### config.mk
export PLATFORM = sky130hd
export DESIGN_NAME = smt_sync_monitor
export DESIGN_NICKNAME = d
export VERILOG_FILES = /design/src/smt_sync3.v /design/src/smt_sync_monitor.v
export VERILOG_INCLUDE_DIRS = /design/src /design/src/shared
export SDC_FILE = /design/constraint.sdc
export NUM_CORES = 1
export LEC_CHECK = 0
export BUFFER_PORTS_ARGS = -buffer_cell sky130_fd_sc_hd__buf_4
export CAP_MARGIN = 10
export CORE_UTILIZATION = 64
export DETAILED_ROUTE_END_ITERATION = 16
export PLACE_DENSITY = 0.8
export REMOVE_ABC_BUFFERS = 1
export SLEW_MARGIN = 30
export SYNTH_ARGS = -nofsm -noshare
export SYNTH_HDL_FRONTEND = slang
export SYNTH_SLANG_ARGS = --single-unit
### constraint.sdc
create_clock -name REF_CLK_IN -period 62.4 [get_ports REF_CLK_IN]
set_input_delay 3.12 -clock REF_CLK_IN [delete_from_list [all_inputs] [get_ports REF_CLK_IN]]
set_output_delay 3.12 -clock REF_CLK_IN [all_outputs]
set_load 0.05 [all_outputs]
### src/shared/smt_defs.vh
// Constants for the sync-reference monitor, time-stamp and overrange block.
// Overview of operation
// (RL1) Error correction follows frequency range and zone.
// (RL2) Decimation: sync event resets dividers, oscillator phase.
// (RL3) Bypass: fixed latency, sync restarts ramp pattern.
// (RL4) Pin function 0x00 makes pin 0 sync.
// (RL5) Mask bits choose which blocks a sync resets.
// (RL6) Source aligns sync edge to clock falling edge.
// (RL7) Sync level captured sixty picoseconds after edge.
// (RL8) Monitor spans minus sixty to plus 140 ps.
// (RL9) Exactly one of five window flags is raised; the code raises none when no adjacent tap pair differs.
// (RL10) Monitor status refreshes on each sync rising edge.
// (RL11) Edge-seen bit sticky until software clears it.
// (RL12) Status: zero, edge seen, any, flags five..one.
// (RL13) Bypass time-stamp registers sync low-to-high transition.
// (RL14) Marker replaces lane 2 LSB, parallel formats.
// (RL15) Marker after 8 cycles, data after 43.
// (RL16) Feature register value 0xC0 enables time-stamp.
// (RL17) Overrange flags clipping, configured by two registers.
// (RL18) Overrange latency never exceeds data latency.
// (RL19) Overrange may drive pin 0 per pin function.
// (RL20) Overrange may replace LSB of output data.
// (RL21) Combined indicator set when any window flag set.
// (RL22) Write one clears edge bit; flags read-only.
`ifndef SMT_DEFS_VH
`define SMT_DEFS_VH
`define SMT_AW 12
`define SMT_DW 14
`define SMT_OFS_OR_CFG_A 12'h10a
`define SMT_OFS_OR_CFG_B 12'h10b
`define SMT_OFS_OR_LSB 12'h116
`define SMT_OFS_FREQ_RANGE 12'h132
`define SMT_OFS_SYNC_MON 12'h140
`define SMT_OFS_PIN_FUNC 12'h146
`define SMT_OFS_FEATURE 12'h162
`define SMT_OFS_NYQ_ZONE 12'h16b
`define SMT_RST_OR_CFG_A 8'h01
`define SMT_RST_OR_CFG_B 8'h00
`define SMT_RST_OR_LSB 8'h00
`define SMT_RST_FREQ_RANGE 8'h00
`define SMT_RST_PIN_FUNC 8'h02
`define SMT_RST_FEATURE 8'h00
`define SMT_RST_NYQ_ZONE 8'h00
`define SMT_PINFN_SYNC 8'h00
`define SMT_PINFN_OVR 8'h01
`define SMT_TS_EN_BITS 2'b11
`define SMT_TS_EN_HI 7
`define SMT_TS_EN_LO 6
`define SMT_OR_EN_BIT 0
`define SMT_OR_LSB_BIT 0
`define SMT_MON_EDGE_BIT 6
`define SMT_MON_ANY_BIT 5
`define SMT_MASK_DIV 0
`define SMT_MASK_NCO 1
`define SMT_MASK_RAMP 2
`define SMT_TAPS 6
`define SMT_CAPTURE_DELAY_PS 60
`define SMT_WINDOW_START_PS 60
`define SMT_WINDOW_END_PS 140
`define SMT_DATA_LAT 43
`define SMT_MARK_LAT 8
`define SMT_MARK_LEAD (`SMT_DATA_LAT - `SMT_MARK_LAT)
`define SMT_CODE_MAX 14'h1fff
`define SMT_CODE_MIN 14'h2000
`endif

### src/smt_sync3.v
// Three-stage pin synchroniser with agreement filter.
`timescale 1ns/1ns
module smt_sync3 #(
  parameter W = 1
) (
  input wire clk_in,
  input wire rst_in,
  input wire [W-1:0] pin_in,
  output reg [W-1:0] level_out
);

  reg [W-1:0] s1_q;
  reg [W-1:0] s2_q;
  reg [W-1:0] s3_q;
  integer i;

  // Only the second stage reads the first; a bit changes once stages two and three agree.
  always @(posedge clk_in or posedge rst_in) begin
    if (rst_in) begin
      s1_q <= {W{1'b0}};
      s2_q <= {W{1'b0}};
      s3_q <= {W{1'b0}};
      level_out <= {W{1'b0}};
    end else begin
      s1_q <= pin_in;
      s2_q <= s1_q;
      s3_q <= s2_q;
      for (i = 0; i < W; i = i + 1) begin
        if (s2_q[i] == s3_q[i]) begin
          level_out[i] <= s3_q[i];
        end
      end
    end
  end

endmodule // smt_sync3

### src/smt_sync_monitor.v
// Sync-reference capture, window monitor, time-stamp and overrange logic.
`timescale 1ns/1ns
`include "smt_defs.vh"
module smt_sync_monitor (
  input wire REF_CLK_IN,
  input wire RESET_IN,
  input wire [`SMT_AW-1:0] REG_ADDR_IN,
  input wire [7:0] REG_WDATA_IN,
  input wire REG_WR_IN,
  output reg [7:0] REG_RDATA_OUT,
  input wire GP_PIN_0_IN,
  output reg GP_PIN_0_OUT,
  output reg GP_PIN_0_OE_OUT,
  input wire [`SMT_TAPS-1:0] SYNC_TAPS_IN,
  input wire DECIM_MODE_IN,
  input wire [2:0] SYNC_MASK_IN,
  input wire [`SMT_DW-1:0] DATA_IN,
  output reg [`SMT_DW-1:0] DATA_OUT,
  output reg DIV_RESET_OUT,
  output reg NCO_PHASE_RESET_OUT,
  output reg RAMP_RESET_OUT,
  output reg [7:0] CORR_RANGE_OUT,
  output reg [7:0] CORR_ZONE_OUT
);

  ////////////////////////////////////////////////////////////////////////////
  // Pin synchronisation.

  wire [`SMT_TAPS:0] pins_raw;
  wire [`SMT_TAPS:0] pins_sync;
  wire sync_pin_level;
  wire [`SMT_TAPS-1:0] taps;

  assign pins_raw = {GP_PIN_0_IN, SYNC_TAPS_IN};

  // Pin and taps share one synchroniser so their alignment is preserved.
  smt_sync3 #(
    .W(`SMT_TAPS + 1)
  ) u_sync (
    .clk_in(REF_CLK_IN),
    .rst_in(RESET_IN),
    .pin_in(pins_raw),
    .level_out(pins_sync)
  );

  assign sync_pin_level = pins_sync[`SMT_TAPS]; // RL7
  assign taps = pins_sync[`SMT_TAPS-1:0];

  ////////////////////////////////////////////////////////////////////////////
  // Register file.

  reg [7:0] or_cfg_a_q;
  reg [7:0] or_cfg_b_q;
  reg [7:0] or_lsb_q;
  reg [7:0] freq_range_q;
  reg [7:0] pin_func_q;
  reg [7:0] feature_q;
  reg [7:0] nyq_zone_q;
  reg sync_edge_seen_q;
  reg sync_window_any_q;
  reg [4:0] window_flags_q;

  wire wr_or_a;
  wire wr_or_b;
  wire wr_or_lsb;
  wire wr_range;
  wire wr_mon;
  wire wr_pin;
  wire wr_feat;
  wire wr_nyq;

  assign wr_or_a = REG_WR_IN && (REG_ADDR_IN == `SMT_OFS_OR_CFG_A);
  assign wr_or_b = REG_WR_IN && (REG_ADDR_IN == `SMT_OFS_OR_CFG_B);
  assign wr_or_lsb = REG_WR_IN && (REG_ADDR_IN == `SMT_OFS_OR_LSB);
  assign wr_range = REG_WR_IN && (REG_ADDR_IN == `SMT_OFS_FREQ_RANGE);
  assign wr_mon = REG_WR_IN && (REG_ADDR_IN == `SMT_OFS_SYNC_MON);
  assign wr_pin = REG_WR_IN && (REG_ADDR_IN == `SMT_OFS_PIN_FUNC);
  assign wr_feat = REG_WR_IN && (REG_ADDR_IN == `SMT_OFS_FEATURE);
  assign wr_nyq = REG_WR_IN && (REG_ADDR_IN == `SMT_OFS_NYQ_ZONE);

  always @(posedge REF_CLK_IN or posedge RESET_IN) begin
    if (RESET_IN) begin
      or_cfg_a_q <= `SMT_RST_OR_CFG_A;
      or_cfg_b_q <= `SMT_RST_OR_CFG_B;
      or_lsb_q <= `SMT_RST_OR_LSB;
      freq_range_q <= `SMT_RST_FREQ_RANGE;
      pin_func_q <= `SMT_RST_PIN_FUNC;
      feature_q <= `SMT_RST_FEATURE;
      nyq_zone_q <= `SMT_RST_NYQ_ZONE; // RL1
    end else begin
      if (wr_or_a) begin
        or_cfg_a_q <= REG_WDATA_IN; // RL17
      end
      if (wr_or_b) begin
        or_cfg_b_q <= REG_WDATA_IN; // RL17
      end
      if (wr_or_lsb) begin
        or_lsb_q <= REG_WDATA_IN;
      end
      if (wr_range) begin
        freq_range_q <= REG_WDATA_IN;
      end
      if (wr_pin) begin
        pin_func_q <= REG_WDATA_IN;
      end
      if (wr_feat) begin
        feature_q <= REG_WDATA_IN;
      end
      if (wr_nyq) begin
        nyq_zone_q <= REG_WDATA_IN;
      end
    end
  end

  // The error-correction tuning follows the programmed range and zone.
  always @(posedge REF_CLK_IN or posedge RESET_IN) begin
    if (RESET_IN) begin
      CORR_RANGE_OUT <= `SMT_RST_FREQ_RANGE;
      CORR_ZONE_OUT <= `SMT_RST_NYQ_ZONE;
    end else begin
      CORR_RANGE_OUT <= freq_range_q; // RL1
      CORR_ZONE_OUT <= nyq_zone_q; // RL1
    end
  end

  ////////////////////////////////////////////////////////////////////////////
  // Sync-reference edge and block resets.

  reg sync_level_q;
  wire sync_sel;
  wire sync_level;
  wire sync_rise;
  wire decim_sync;
  wire bypass_sync;

  assign sync_sel = (pin_func_q == `SMT_PINFN_SYNC); // RL4
  assign sync_level = sync_sel & sync_pin_level;
  assign sync_rise = sync_level & ~sync_level_q;
  // A sync event reaches only the blocks whose mask bit is set.
  assign decim_sync = sync_rise & DECIM_MODE_IN; // RL2
  assign bypass_sync = sync_rise & ~DECIM_MODE_IN; // RL3

  always @(posedge REF_CLK_IN or posedge RESET_IN) begin
    if (RESET_IN) begin
      sync_level_q <= 1'b0;
      DIV_RESET_OUT <= 1'b0;
      NCO_PHASE_RESET_OUT <= 1'b0;
      RAMP_RESET_OUT <= 1'b0;
    end else begin
      sync_level_q <= sync_level;
      DIV_RESET_OUT <= decim_sync & SYNC_MASK_IN[`SMT_MASK_DIV]; // RL2 RL5
      NCO_PHASE_RESET_OUT <= decim_sync & SYNC_MASK_IN[`SMT_MASK_NCO]; // RL2 RL5
      RAMP_RESET_OUT <= bypass_sync & SYNC_MASK_IN[`SMT_MASK_RAMP]; // RL3 RL5
    end
  end

  ////////////////////////////////////////////////////////////////////////////
  // Window monitor.

  // Adjacent tap pairs bracket the five windows; the earliest transition wins
  // so that a slow edge straddling two windows still raises a single flag.
  wire lead_window_1;
  wire center_window_2;
  wire lag_window_3;
  wire lag_window_4;
  wire lag_window_5;
  wire [4:0] tap_diff;
  wire edge_clear;
  wire [7:0] mon_status;
  reg [4:0] window_pick;

  // Each window is a pair of neighbouring taps that disagree.
  assign lead_window_1 = taps[0] ^ taps[1]; // RL8
  assign center_window_2 = taps[1] ^ taps[2]; // RL8
  assign lag_window_3 = taps[2] ^ taps[3]; // RL8
  assign lag_window_4 = taps[3] ^ taps[4]; // RL8
  assign lag_window_5 = taps[4] ^ taps[5]; // RL8
  assign tap_diff = {lag_window_5, lag_window_4, lag_window_3, center_window_2, lead_window_1};
  assign edge_clear = wr_mon && REG_WDATA_IN[`SMT_MON_EDGE_BIT]; // RL22
  // Bit seven has no source behind it and always reads zero.
  assign mon_status = {1'b0, sync_edge_seen_q, sync_window_any_q, window_flags_q}; // RL12

  always @* begin
    window_pick = 5'h00;
    if (tap_diff[0]) begin
      window_pick = 5'h01; // RL9
    end else if (tap_diff[1]) begin
      window_pick = 5'h02;
    end else if (tap_diff[2]) begin
      window_pick = 5'h04;
    end else if (tap_diff[3]) begin
      window_pick = 5'h08;
    end else if (tap_diff[4]) begin
      window_pick = 5'h10;
    end
  end

  always @(posedge REF_CLK_IN or posedge RESET_IN) begin
    if (RESET_IN) begin
      window_flags_q <= 5'h00;
      sync_window_any_q <= 1'b0;
      sync_edge_seen_q <= 1'b0;
    end else begin
      if (sync_rise) begin
        window_flags_q <= window_pick; // RL10 RL22
        sync_window_any_q <= |window_pick; // RL21
      end
      // A new edge in the clearing cycle keeps the bit set.
      if (sync_rise) begin
        sync_edge_seen_q <= 1'b1; // RL11
      end else if (edge_clear) begin
        sync_edge_seen_q <= 1'b0; // RL22
      end
    end
  end

  ////////////////////////////////////////////////////////////////////////////
  // Overrange detection.

  reg [7:0] or_stretch_q;
  wire or_enable;
  wire code_at_limit;
  wire or_clip;
  wire overrange_now;

  // Only the two clip codes count, so a sample just inside the range flags only while a stretch runs.
  assign or_enable = or_cfg_a_q[`SMT_OR_EN_BIT]; // RL17
  assign code_at_limit = (DATA_IN == `SMT_CODE_MAX) || (DATA_IN == `SMT_CODE_MIN);
  assign or_clip = or_enable && code_at_limit; // RL17
  assign overrange_now = or_clip || (or_stretch_q != 8'h00);

  // The second register stretches a short clip so slow readers see it.
  always @(posedge REF_CLK_IN or posedge RESET_IN) begin
    if (RESET_IN) begin
      or_stretch_q <= 8'h00;
    end else if (or_clip) begin
      or_stretch_q <= or_cfg_b_q; // RL17
    end else if (or_stretch_q != 8'h00) begin
      or_stretch_q <= or_stretch_q - 8'h01;
    end
  end

  ////////////////////////////////////////////////////////////////////////////
  // Data and marker pipelines.

  // Overrange rides with its sample so its latency equals the data latency.
  reg [`SMT_DW:0] data_pipe [0:`SMT_DATA_LAT-2];
  reg [`SMT_MARK_LAT-2:0] mark_pipe_q;
  wire ts_bits_on;
  wire ts_enable;
  wire [`SMT_DW:0] data_tail;
  wire mark_tail;
  wire overrange_flag;
  reg output_lane_2;
  integer k;

  assign ts_bits_on = (feature_q[`SMT_TS_EN_HI:`SMT_TS_EN_LO] == `SMT_TS_EN_BITS); // RL16
  assign ts_enable = ts_bits_on & ~DECIM_MODE_IN; // RL14
  assign data_tail = data_pipe[`SMT_DATA_LAT-2];
  assign mark_tail = mark_pipe_q[`SMT_MARK_LAT-2];
  assign overrange_flag = data_tail[`SMT_DW]; // RL18

  always @(posedge REF_CLK_IN or posedge RESET_IN) begin
    if (RESET_IN) begin
      for (k = 0; k < `SMT_DATA_LAT - 1; k = k + 1) begin
        data_pipe[k] <= {(`SMT_DW + 1){1'b0}};
      end
      mark_pipe_q <= {(`SMT_MARK_LAT - 1){1'b0}};
    end else begin
      data_pipe[0] <= {overrange_now, DATA_IN}; // RL18 RL3
      for (k = 1; k < `SMT_DATA_LAT - 1; k = k + 1) begin
        data_pipe[k] <= data_pipe[k-1];
      end
      mark_pipe_q <= {mark_pipe_q[`SMT_MARK_LAT-3:0], sync_rise & ts_enable}; // RL13 RL15
    end
  end

  // The marker is not latency-matched; it wins the LSB over overrange.
  always @* begin
    output_lane_2 = data_tail[0];
    if (ts_enable) begin
      output_lane_2 = mark_tail; // RL14 RL15
    end else if (or_lsb_q[`SMT_OR_LSB_BIT]) begin
      output_lane_2 = overrange_flag; // RL20
    end
  end

  always @(posedge REF_CLK_IN or posedge RESET_IN) begin
    if (RESET_IN) begin
      DATA_OUT <= {`SMT_DW{1'b0}};
    end else begin
      DATA_OUT <= {data_tail[`SMT_DW-1:1], output_lane_2}; // RL14 RL20
    end
  end

  ////////////////////////////////////////////////////////////////////////////
  // General-purpose pin drive.

  wire pin_is_ovr;

  // The pin is driven only while it carries overrange; otherwise it stays an input.
  assign pin_is_ovr = (pin_func_q == `SMT_PINFN_OVR); // RL19

  always @(posedge REF_CLK_IN or posedge RESET_IN) begin
    if (RESET_IN) begin
      GP_PIN_0_OUT <= 1'b0;
      GP_PIN_0_OE_OUT <= 1'b0;
    end else begin
      GP_PIN_0_OE_OUT <= pin_is_ovr; // RL19
      GP_PIN_0_OUT <= pin_is_ovr & overrange_flag; // RL19 RL18
    end
  end

  ////////////////////////////////////////////////////////////////////////////
  // Read path.

  reg [7:0] rd_mux;

  always @* begin
    case (REG_ADDR_IN)
      `SMT_OFS_OR_CFG_A: rd_mux = or_cfg_a_q;
      `SMT_OFS_OR_CFG_B: rd_mux = or_cfg_b_q;
      `SMT_OFS_OR_LSB: rd_mux = or_lsb_q;
      `SMT_OFS_FREQ_RANGE: rd_mux = freq_range_q;
      `SMT_OFS_SYNC_MON: rd_mux = mon_status; // RL12
      `SMT_OFS_PIN_FUNC: rd_mux = pin_func_q;
      `SMT_OFS_FEATURE: rd_mux = feature_q;
      `SMT_OFS_NYQ_ZONE: rd_mux = nyq_zone_q;
      default: rd_mux = 8'h00;
    endcase
  end

  always @(posedge REF_CLK_IN or posedge RESET_IN) begin
    if (RESET_IN) begin
      REG_RDATA_OUT <= 8'h00;
    end else begin
      REG_RDATA_OUT <= rd_mux;
    end
  end

endmodule // smt_sync_monitor

==> results.json, run 1 <==
{
  "yosysSeqAreaShare_pct": 90.4,
  "clock_path_buffers": 3,
  "synth_seq_cells": 780,
  "synth.largest_area_cell": "dfrtp_1",
  "outcome": "aborted with a tool error",
  "root_buffer": "clkbuf_16",
  "ys.warnings.count": 0,
  "netlist.area_leader.share_pct": 90.1,
  "placement_rows": 66,
  "post_cts_gate_resize_count": 0,
  "i_o_pin_total": 91,
  "synth_ff_type": "dfrtp_1",
  "post-place-cells": 1571,
  "fp.dieH_um": 186,
  "die_width_um": 186,
  "synthesized_instance_count": 1043,
  "postCtsSetupRepairBufs": 0,
  "post-synth-top-count-cell": "dfrtp_1",
  "globalplace.congestion": 0.903,
  "htree_levels": 3,
  "synth-async-reset-ratio_pct": 100,
  "synth_cell_types": 58,
  "failed_stage": "4_1_cts",
  "number_of_sinks_on_the_clock_net": 780,
  "synth_top_cells_by_count": "dfrtp_1, mux2_2, nor2_1",
  "post_cts_hold_buffer_count": 0,
  "cts_buffers": 71,
  "post-dp-hpwl_um": 22600,
  "stop_error": "[ERROR DPL-0033] detailed placement checks failed during check placement.",
  "port-buffer-count": 90,
  "yosys-top-cells-area": "dfrtp_1, mux2_2, a22o_1",
  "synth_enable_flop_cells": 0,
  "syn-cell-area_mm2": 0.0216,
  "start_util_pct": 65.7,
  "post_synth.cell_area_avg_um2": 20.7
}
[cells by family after synthesis]
logic type	Yosys count	share of synthesized area [%]
AO/OA/AOI/OAI	50	1.76
XOR/XNOR	5	0.203
adder cells (fa/ha/maj)	9	0.440
buffers and inverters	17	0.371
flip-flops	780	90.4
multiplexers	72	3.73
AND/OR/NAND/NOR	110	3.13
[metrics by stage]
stage	area (µm²)	setup slack [ps]
detailed placement	22800	55940
global placement	22800	55870
floorplan	21500	37380
==> run 2: changes to the inputs <==
- CORE_UTILIZATION: 64 -> 40
- PLACE_DENSITY: 0.8 -> not set
- PLACE_DENSITY_LB_ADDON: not set -> 0.15
==> run 2 against run 1 <==
  * Synthesized cell count is the same
  * Synthesized area is the same
  * The flow now finishes without violations
==> results.json, run 2 <==
{
  "worst_ir_drop_vdd_mv": 0.0196,
  "nets": 1259,
  "power.share.clock_pct": 44.2,
  "power_per_cell_area_mw_per_mm2": 39.3,
  "worstSetupStartpointType": "input port",
  "post-dp-hpwl_um": 16100,
  "worst_clock_skew_ps": 12.9,
  "share_of_synthesized_area_spent_on_multiplexers_pct": 3.73,
  "finalWorstPathRequiredPeriod_ps": 5160,
  "largest-register": "data_pipe",
  "fp.dieH_um": 234,
  "area.growth.synth_to_final_pct": 18.9,
  "drv_slew": 0,
  "synth_enable_flop_cells": 0,
  "drive_above_1_share_pct": 23.7,
  "wl_per_cell_um": 15.0,
  "criticalPathCategory": "in -> async",
  "synthesized_instance_count": 1043,
  "i_o_pin_total": 91,
  "worstPathCellList": "buf_4 -> clkinv_8 -> buf_4 -> buf_6 -> buf_6",
  "total_routed_wirelength_um": 29400,
  "antennaDiodeCount": 0,
  "post-route-period-util_pct": 8.28,
  "vias_per_cell": 4.47,
  "layout.cells.most_common_list": "dfrtp_1, buf_4, clkbuf_16",
  "synth_ff_type": "dfrtp_1",
  "grt_pass1_vias": 9329,
  "synth_seq_cells": 780,
  "placement_rows": 84,
  "first_pass_iters": 5,
  "pin_count_of_the_biggest_net_entering_global_routing": 153,
  "timing.slew.headroom_pct": 37.9,
  "final.setup.tns_ps": 0,
  "drtIter0Drc": 528,
  "ys.warnings.count": 0,
  "synthSimpleGateAreaFrac_pct": 3.13,
  "yosys-top-cells-area": "dfrtp_1, mux2_2, a22o_1",
  "die_area_mm2": 0.0549,
  "cpPeakStageDelay_ps": 670,
  "tritoncts": "built",
  "setup_repair_after_global_routing_missed_its_margin": "false",
  "synth-async-reset-ratio_pct": 100,
  "worst_pin_slew_ps": 929,
  "holdCritPathClass": "reg -> reg",
  "via_count": 8758,
  "synth_cell_types": 58,
  "cts_buffers": 77,
  "post_layout_nonfiller_instances": 1958,
  "post_cts_hold_buffer_count": 0,
  "synth_compound_gate_area_share_pct": 1.76,
  "synth_xor_area_share_pct": 0.203,
  "power_switching_share_pct": 20.4,
  "clkLatencyLatePin_ps": 590,
  "cell_internal_pwr_mw": 0.804,
  "report.final.setup_viol": 0,
  "port-buffer-count": 90,
  "start_util_pct": 40.8,
  "outcome": "finished, final reports clean",
  "grt_first_pass_wirelength_um": 49400,
  "critPathMaxFanout": 152,
  "total_switching_power_mw": 0.206,
  "finish.instance_area_mm2": 0.0257,
  "finalHoldViolations": 0,
  "max_cap_viol_count": 0,
  "critPathSlowestCell": "buf_6",
  "synth.largest_area_cell": "dfrtp_1",
  "post_cts_gate_resize_count": 0,
  "share_seq_of_total_power_pct": 53.1,
  "clock_path_buffers": 3,
  "lkg_pwr_nw": 12.0,
  "route.detailed.drc": 0,
  "grt-ovfl-total": 0,
  "htree_levels": 3,
  "root_buffer": "clkbuf_16",
  "largest_reg_flops": 615,
  "clk_transition_reported_paths_ps": 60,
  "yosysSeqAreaShare_pct": 90.4,
  "die_width_um": 234,
  "post-synth-top-count-cell": "dfrtp_1",
  "required_ps": 63040,
  "post-layout-total-power_mw": 1.01,
  "grt_antenna_before_repair": 0,
  "fp.coreArea_mm2": 0.0530,
  "synth_top_family_by_area": "multiplexers",
  "synth-adder-area-share_pct": 0.440,
  "post-place-cells": 1818,
  "synth_top_cells_by_count": "dfrtp_1, mux2_2, nor2_1",
  "globalRouteTotalUtil_pct": 11.5,
  "post_synth.cell_area_avg_um2": 20.7,
  "worst_ep_arrival_time_ps": 5810,
  "postCtsSetupRepairBufs": 0,
  "placedInstanceArea_mm2": 0.0232,
  "syn-cell-area_mm2": 0.0216,
  "globalplace.congestion": 0.853,
  "number_of_sinks_on_the_clock_net": 780,
  "ant_nets": 0,
  "netlist.area_leader.share_pct": 90.1,
  "most_frequent_standard_cell_in_the_layout_excluding_fill_and_tap_cells": "dfrtp_1",
  "max_freq_ghz": 0.194,
  "power.combinational.fraction_pct": 2.7,
  "critPathCaptureType": "async pin"
}
[run 2: cell counts after synthesis]
Identical to the previous run, type by type.
[run 2: power by group through the flow]
stage	Clock [mW]	Sequential (mW)	Combinational, mW
floorplan	0	0.546	0.0160
global placement	0	0.545	0.0270
detailed placement	0	0.545	0.0277
CTS	0.464	0.536	0.0278
global route	0.484	0.538	0.0309
finish	0.446	0.536	0.0268
[run 2: through the flow]
stage / util, % / hold WS [ps] / setup slack [ps]
2_1_floorplan: - / 331 / 37380
3_3_place_gp: 43.7 / 331 / 55790
3_5_place_dp: 43.7 / 335 / 56020
4_1_cts: 48.4 / 336 / 56660
5_1_grt: 48.5 / 339 / 56760
6_report: 48.5 / 338 / 57240
[run 2: kinds of logic (layout without fill, tap and decap cells)]
family / count (synthesis) / after routing
xor+xnor: 5 / 5
compound gates: 50 / 50
buf+inv: 17 / 244
flops: 780 / 780
mux: 72 / 72
simple gates: 110 / 110
fa+ha+maj: 9 / 9
[run 2: critical path: cells and delay by family]
kind	cells	cell delay, ps
buf+inv	5	2530
[run 2: final timing paths]
| kind | start | to | slack [ps] | cells past startpoint |
|---|---|---|---|---|
| max | RESET_IN | or_cfg_a_q[2]$_DFFE_PP0P_ | 57240 | 5 |
| min | data_pipe[606]$_DFF_PP0_ | data_pipe[591]$_DFF_PP0_ | 340 | 0 |
| min reg2reg | data_pipe[606]$_DFF_PP0_ | data_pipe[591]$_DFF_PP0_ | 340 | 0 |
| min in group asynchronous | RESET_IN | data_pipe[35]$_DFF_PP0_ | 2650 | 2 |
| max reg2reg | pin_func_q[7]$_DFFE_PP0P_ | sync_window_any_q$_DFFE_PP0P_ | 60080 | 4 |
| max in group REF_CLK_IN | REG_ADDR_IN[5] | freq_range_q[0]$_DFFE_PP0P_ | 57850 | 5 |
[run 2: layout make-up]
class	instances	area (µm²)
Multi-Input combinational cell	246	2000
Inverter	5	31.3
Sequential cell	780	19500
Tap cell	688	861
Clock inverter	27	267
Fill cell	4389	27300
Timing Repair Buffer	99	758
Clock buffer	113	2240
[run 2: routing by layer]
| metal | GRT usage (%) | vias up | routed length, µm |
|---|---|---|---|
| met5 | 0 | - | 0 |
| met4 | 5.30 | 0 | 934 |
| met3 | 3.88 | 78 | 1720 |
| met2 | 15.6 | 184 | 13000 |
| met1 | 16.7 | 4686 | 13700 |
| li1 | - | 3810 | - |
(Power assumes the default switching activity.)
==> run 3: changes to the inputs <==
- ABC_AREA: not set -> 1
- clock period: 62.4 -> 4.26 ns (I/O delays scaled with it)
==> run 3 against run 2 <==
  * Utilization grew 0.75 points
  * Count of clock-buffer cells in the layout up 3
  * Non-clock buffer count rose by 38
  * Synthesized cell count increased by 23%
  * First-iteration DRC count rose by 2.8%
  * Flip-flop and latch count stayed put
  * Combinational power rose to 14 times the previous value
  * Sequential share of layout area fell by 2.6 points
  * Clock power increased to 15 times the previous value
  * Wire length rose by 11%
  * Highest routed layer unchanged
  * Sequential power grew to 15 times the previous value
==> results.json, run 3 <==
{
  "fp.coreArea_mm2": 0.0540,
  "post_synth.cell_area_avg_um2": 17.2,
  "fp.dieH_um": 236,
  "most_frequent_standard_cell_in_the_layout_excluding_fill_and_tap_cells": "dfrtp_1",
  "tritoncts": "built",
  "syn-cell-area_mm2": 0.0220,
  "post-route-period-util_pct": 51.6,
  "critical_path_buf_inv_count": 1,
  "netlist.area_leader.share_pct": 88.5,
  "port-buffer-count": 90,
  "worstPathCellList": "nor2_1 -> nand2_1 -> nor2_1 -> nand2_1 -> nor3b_1 -> dlygate4sd3_1",
  "cts_buffers": 76,
  "grt_first_pass_wirelength_um": 55900,
  "synth_seq_cells": 780,
  "worst_ep_arrival_time_ps": 2710,
  "synthesized_instance_count": 1282,
  "drtIter0Drc": 543,
  "max_cap_viol_count": 0,
  "gate_family_responsible_for_the_most_delay_along_the_worst_path": "simple AND/OR/NAND/NOR gates",
  "clock_path_buffers": 3,
  "finalHoldViolations": 0,
  "lkg_pwr_nw": 12.3,
  "total_switching_power_mw": 3.04,
  "i_o_pin_total": 91,
  "holdCritPathClass": "in -> reg",
  "setup_repair_after_global_routing_missed_its_margin": "false",
  "globalRouteTotalUtil_pct": 12.7,
  "clkLatencyLatePin_ps": 610,
  "synth_top_cells_by_count": "dfrtp_1, nand2_1, nor2_1",
  "layout.cells.most_common_list": "dfrtp_1, nand2_1, buf_4",
  "power.share.clock_pct": 45.0,
  "antennaDiodeCount": 0,
  "power_switching_share_pct": 20.4,
  "largest-register": "data_pipe",
  "worstSetupStartpointType": "flip-flop",
  "grt-ovfl-total": 0,
  "post_cts_hold_buffer_count": 37,
  "synth_ff_type": "dfrtp_1",
  "largest_reg_flops": 615,
  "drive_above_1_share_pct": 18.0,
  "die_width_um": 236,
  "placement_rows": 85,
  "first_pass_iters": 5,
  "root_buffer": "clkbuf_16",
  "vias_per_cell": 4.37,
  "final-seq-area_mm2": 0.0195,
  "critPathSlowestCell": "dlygate4sd3_1",
  "criticalPathCategory": "reg -> reg",
  "postCtsSetupRepairBufs": 0,
  "via_count": 9812,
  "max_freq_ghz": 0.455,
  "die_area_mm2": 0.0559,
  "number_of_sinks_on_the_clock_net": 780,
  "total_routed_wirelength_um": 32700,
  "grt_pass1_vias": 10500,
  "nets": 1537,
  "grt_antenna_before_repair": 0,
  "route.detailed.drc": 0,
  "required_ps": 4770,
  "placedInstanceArea_mm2": 0.0236,
  "finish.instance_area_mm2": 0.0266,
  "report.final.setup_viol": 0,
  "synth_enable_flop_cells": 0,
  "clk_transition_reported_paths_ps": 60,
  "timing.slew.headroom_pct": 47.3,
  "power_per_cell_area_mw_per_mm2": 561,
  "htree_levels": 3,
  "critPathMaxFanout": 8,
  "worst_pin_slew_ps": 791,
  "post_cts_gate_resize_count": 0,
  "share_seq_of_total_power_pct": 52.5,
  "fill_cells": 4498,
  "outcome": "finished, final reports clean",
  "worst_clock_skew_ps": 38.2,
  "finalWorstPathRequiredPeriod_ps": 2200,
  "ys.warnings.count": 0,
  "fin_util_pct": 49.2,
  "ant_nets": 0,
  "power.combinational.fraction_pct": 2.5,
  "area.growth.synth_to_final_pct": 21.0,
  "pin_count_of_the_biggest_net_entering_global_routing": 124,
  "final.setup.tns_ps": 0,
  "multiInputGateArea_mm2": 0.00215,
  "synth.largest_area_cell": "dfrtp_1",
  "synth_cell_types": 35,
  "post-dp-hpwl_um": 18800,
  "start_util_pct": 40.7,
  "post-synth-top-count-cell": "dfrtp_1",
  "synth-async-reset-ratio_pct": 100,
  "globalplace.congestion": 0.836,
  "worst_ir_drop_vdd_mv": 0.284,
  "cpPeakStageDelay_ps": 590,
  "drv_slew": 0,
  "wl_per_cell_um": 14.6,
  "yosys-top-cells-area": "dfrtp_1, nand2_1, nand3_1",
  "critPathCaptureType": "flip-flop",
  "yosysSeqAreaShare_pct": 88.8,
  "cell_internal_pwr_mw": 11.9
}
## run 3: cell types whose count changed in the layout (fill, tap and decap cells not counted), sizes merged, moves of 11 or more
cell         delta
nand2         +174
mux2           -68
inv            +61
o21ai          +60
nor2           +56
nand3          +43
dlygate4sd3    +37
clkinv         -11
## run 3: worst paths after layout
kind                                           start                            end  slack [ps]  depth (start not counted)
setup / recovery           pin_func_q[7]$_DFFE_PP0P_  NCO_PHASE_RESET_OUT$_DFF_PP0_        2060                          6
max in group asynchronous                   RESET_IN       data_pipe[473]$_DFF_PP0_        2790                          4
min in group asynchronous                   RESET_IN          DATA_OUT[3]$_DFF_PP0_         340                          3
hold / removal                        REG_ADDR_IN[1]   sync_edge_seen_q$_DFFE_PP0P_         130                          7
hold reg to reg             data_pipe[584]$_DFF_PP0_       data_pipe[569]$_DFF_PP0_         310                          0
setup reg to reg           pin_func_q[7]$_DFFE_PP0P_  NCO_PHASE_RESET_OUT$_DFF_PP0_        2060                          6
## run 3: final cells by class
| type | instances | area share (%) |
|---|---|---|
| flip-flops and latches | 780 | 73.4 |
| clock inverters | 23 | 1.10 |
| clock buffers | 116 | 8.74 |
| well taps | 696 | 3.27 |
| multi-input cells | 431 | 8.10 |
| inverters | 61 | 0.889 |
| repair buffers | 137 | 4.50 |
## run 3: metal layers
| metal | part of all wire, % | track usage, % | vias up |
|---|---|---|---|
| met3 | 3.7 | 3.12 | 84 |
| met4 | 3.3 | 5.63 | 0 |
| li1 | - | - | 4448 |
| met5 | 0 | 0 | - |
| met2 | 44 | 18.0 | 175 |
| met1 | 48 | 18.6 | 5105 |
## run 3: stage by stage
step,cells,power [mW],setup slack [ps],hold slack (ps)
after floorplan,1272,8.16,-17850,244
after global placement,2068,8.30,2490,322
after detailed placement,2068,8.32,2460,324
after CTS,2244,15.2,2110,54.2
after global routing,2244,15.5,1880,107
final,2244,14.9,2060,129
## run 3: cells by family (layout without fill, tap and decap cells)
group           after synthesis  count (layout)  synth area share, %
flops                       780             780                 88.8
simple gates                341             341                 7.04
compound gates               73              73                 2.00
xor+xnor                      8               8                0.319
fa+ha+maj                     9               9                0.432
buf+inv                      71             337                 1.42
## run 3: power by group through the flow
stage	combinational (mW)	clock (mW)	sequential, mW
global placement	0.348	0	7.95
global route	0.424	7.27	7.86
finish	0.368	6.72	7.83
detailed placement	0.356	0	7.96
CTS	0.383	6.97	7.83
floorplan	0.178	0	7.98
## run 3: tightest hold or removal path, delay by kind of cell
kind | cells | cell delay (ps)
and+or+nand+nor | 5 | 320
buffers and inverters | 1 | 90
AOI/OAI and AO/OA | 1 | 80
==> run 4: changes to the inputs <==
- clock period: 4.26 -> 2.3 ns (I/O delays scaled with it)
==> run 4 against run 3 <==
  * Non-clock buffer count grew 9
  * Global-route usage is essentially flat
  * Hold slack lost 41 ps
  * Critical path type unchanged
  * Clock power grew 82%
  * Largest cell class unchanged
  * Final area is essentially flat
==> results.json, run 4 (same netlist as run 3, synthesis figures left out) <==
{
  "placement_rows": 85,
  "post-layout-total-power_mw": 27.4,
  "largest-register": "data_pipe",
  "timing.critical_path.mode_cell": "nor2_1",
  "setup_repair_after_global_routing_missed_its_margin": "false",
  "area.growth.synth_to_final_pct": 21.1,
  "grt_pass1_vias": 10800,
  "final.setup.tns_ps": 0,
  "critical_path_buf_inv_count": 1,
  "htree_levels": 3,
  "post_cts_hold_buffer_count": 39,
  "first_pass_iters": 5,
  "pin_count_of_the_biggest_net_entering_global_routing": 82,
  "finalWorstPathRequiredPeriod_ps": 2110,
  "layout.cells.most_common_list": "dfrtp_1, nand2_1, buf_4",
  "root_buffer": "clkbuf_16",
  "post_layout_nonfiller_instances": 2253,
  "worst_clock_skew_ps": 22.7,
  "post-route-period-util_pct": 91.9,
  "port-buffer-count": 90,
  "fp.coreArea_mm2": 0.0540,
  "number_of_sinks_on_the_clock_net": 780,
  "total_routed_wirelength_um": 32500,
  "critPathSlowestCell": "dlygate4sd3_1",
  "grt-ovfl-total": 0,
  "drive_above_1_share_pct": 17.8,
  "lkg_pwr_nw": 12.3,
  "gate_family_responsible_for_the_most_delay_along_the_worst_path": "simple AND/OR/NAND/NOR gates",
  "postCtsSetupRepairBufs": 0,
  "max_cap_viol_count": 0,
  "critPathCaptureType": "flip-flop",
  "drtIter0Drc": 643,
  "fill_cells": 4567,
  "via_count": 9878,
  "worst_pin_slew_ps": 583,
  "critPathMaxFanout": 8,
  "worstSetupStartpointType": "flip-flop",
  "final_critical_path_setup_slack_ps": 187,
  "timing.slew.headroom_pct": 61.2,
  "most_frequent_standard_cell_in_the_layout_excluding_fill_and_tap_cells": "dfrtp_1",
  "ant_nets": 0,
  "grt_antenna_before_repair": 0,
  "finalHoldViolations": 0,
  "wl_per_cell_um": 14.4,
  "worst_ir_drop_vdd_mv": 0.638,
  "fp.dieH_um": 236,
  "antennaDiodeCount": 0,
  "fin_hold_ws_ps": 87.4,
  "worstPathCellList": "nor2_1 -> nand4_1 -> nor2_1 -> nand2_1 -> nor3b_1 -> dlygate4sd3_1",
  "required_ps": 2830,
  "clk_transition_reported_paths_ps": 60,
  "holdCritPathClass": "in -> async",
  "post-place-cells": 2075,
  "i_o_pin_total": 91,
  "die_width_um": 236,
  "drv_slew": 0,
  "cts_buffers": 77,
  "max_freq_ghz": 0.473,
  "worst_ep_arrival_time_ps": 2640,
  "largest_reg_flops": 615,
  "criticalPathCategory": "reg -> reg",
  "tritoncts": "built",
  "globalRouteTotalUtil_pct": 12.6,
  "nets": 1547,
  "start_util_pct": 40.7,
  "route.detailed.drc": 0,
  "post-dp-hpwl_um": 19200,
  "outcome": "finished, final reports clean",
  "power_per_cell_area_mw_per_mm2": 1030,
  "cpPeakStageDelay_ps": 590,
  "globalplace.congestion": 0.820,
  "clkLatencyLatePin_ps": 610,
  "report.final.setup_viol": 0,
  "grt_first_pass_wirelength_um": 56000,
  "clock_path_buffers": 3,
  "vias_per_cell": 4.38,
  "place_ws_ps": 615,
  "post_cts_gate_resize_count": 0,
  "die_area_mm2": 0.0559
}
==> run 4: path summary, 6_finish.rpt <==
kind	startpoint	end	slack [ps]	cells past startpoint
worst max-delay path	pin_func_q[2]$_DFFE_PP0P_	DIV_RESET_OUT$_DFF_PP0_	190	6
worst min-delay path	RESET_IN	DATA_OUT[3]$_DFF_PP0_	90	3
worst max register to register	pin_func_q[2]$_DFFE_PP0P_	DIV_RESET_OUT$_DFF_PP0_	190	6
worst min register to register	data_pipe[355]$_DFF_PP0_	data_pipe[340]$_DFF_PP0_	330	0
max in group asynchronous	RESET_IN	data_pipe[451]$_DFF_PP0_	1240	4
min in group REF_CLK_IN	REG_ADDR_IN[4]	or_lsb_q[6]$_DFFE_PP0P_	90	6
==> run 4: final cells by class <==
cell class              instances  area, µm²  share of cell area [%]
flip-flops and latches        780      19500                    73.3
clock inverters                25        304                    1.14
multi-input cells             431       2150                    8.09
well taps                     696        871                    3.27
inverters                      61        236                   0.888
repair buffers                146       1290                    4.86
clock buffers                 114       2240                    8.41
==> run 4: power breakdown <==
part	switching, mW	internal (mW)	total [mW]	leakage [nW]
sequential	0.170	14.3	14.5	9.10
clock	4.99	7.26	12.2	1.25
combinational	0.499	0.207	0.706	1.93
==> run 4: through the flow <==
stage                     instance area (µm²)  utilization [%]
final                                   26600             49.3
after global routing                    26600             49.3
after CTS                               26600             49.3
after detailed placement                23700             43.8
after global placement                  23700             43.8
after floorplan                         21900                -
==> run 4: metal layers <==
layer	track usage, %	wire length [µm]	vias up
met2	18.3	14600	218
met4	5.00	914	0
met3	3.36	1620	77
li1	-	-	4475
met5	0	0	-
met1	18.2	15400	5108
==> run 4: tightest hold or removal path: cells and delay by family <==
kind / cells / cell delay (ps)
buffers and inverters: 3 / 980
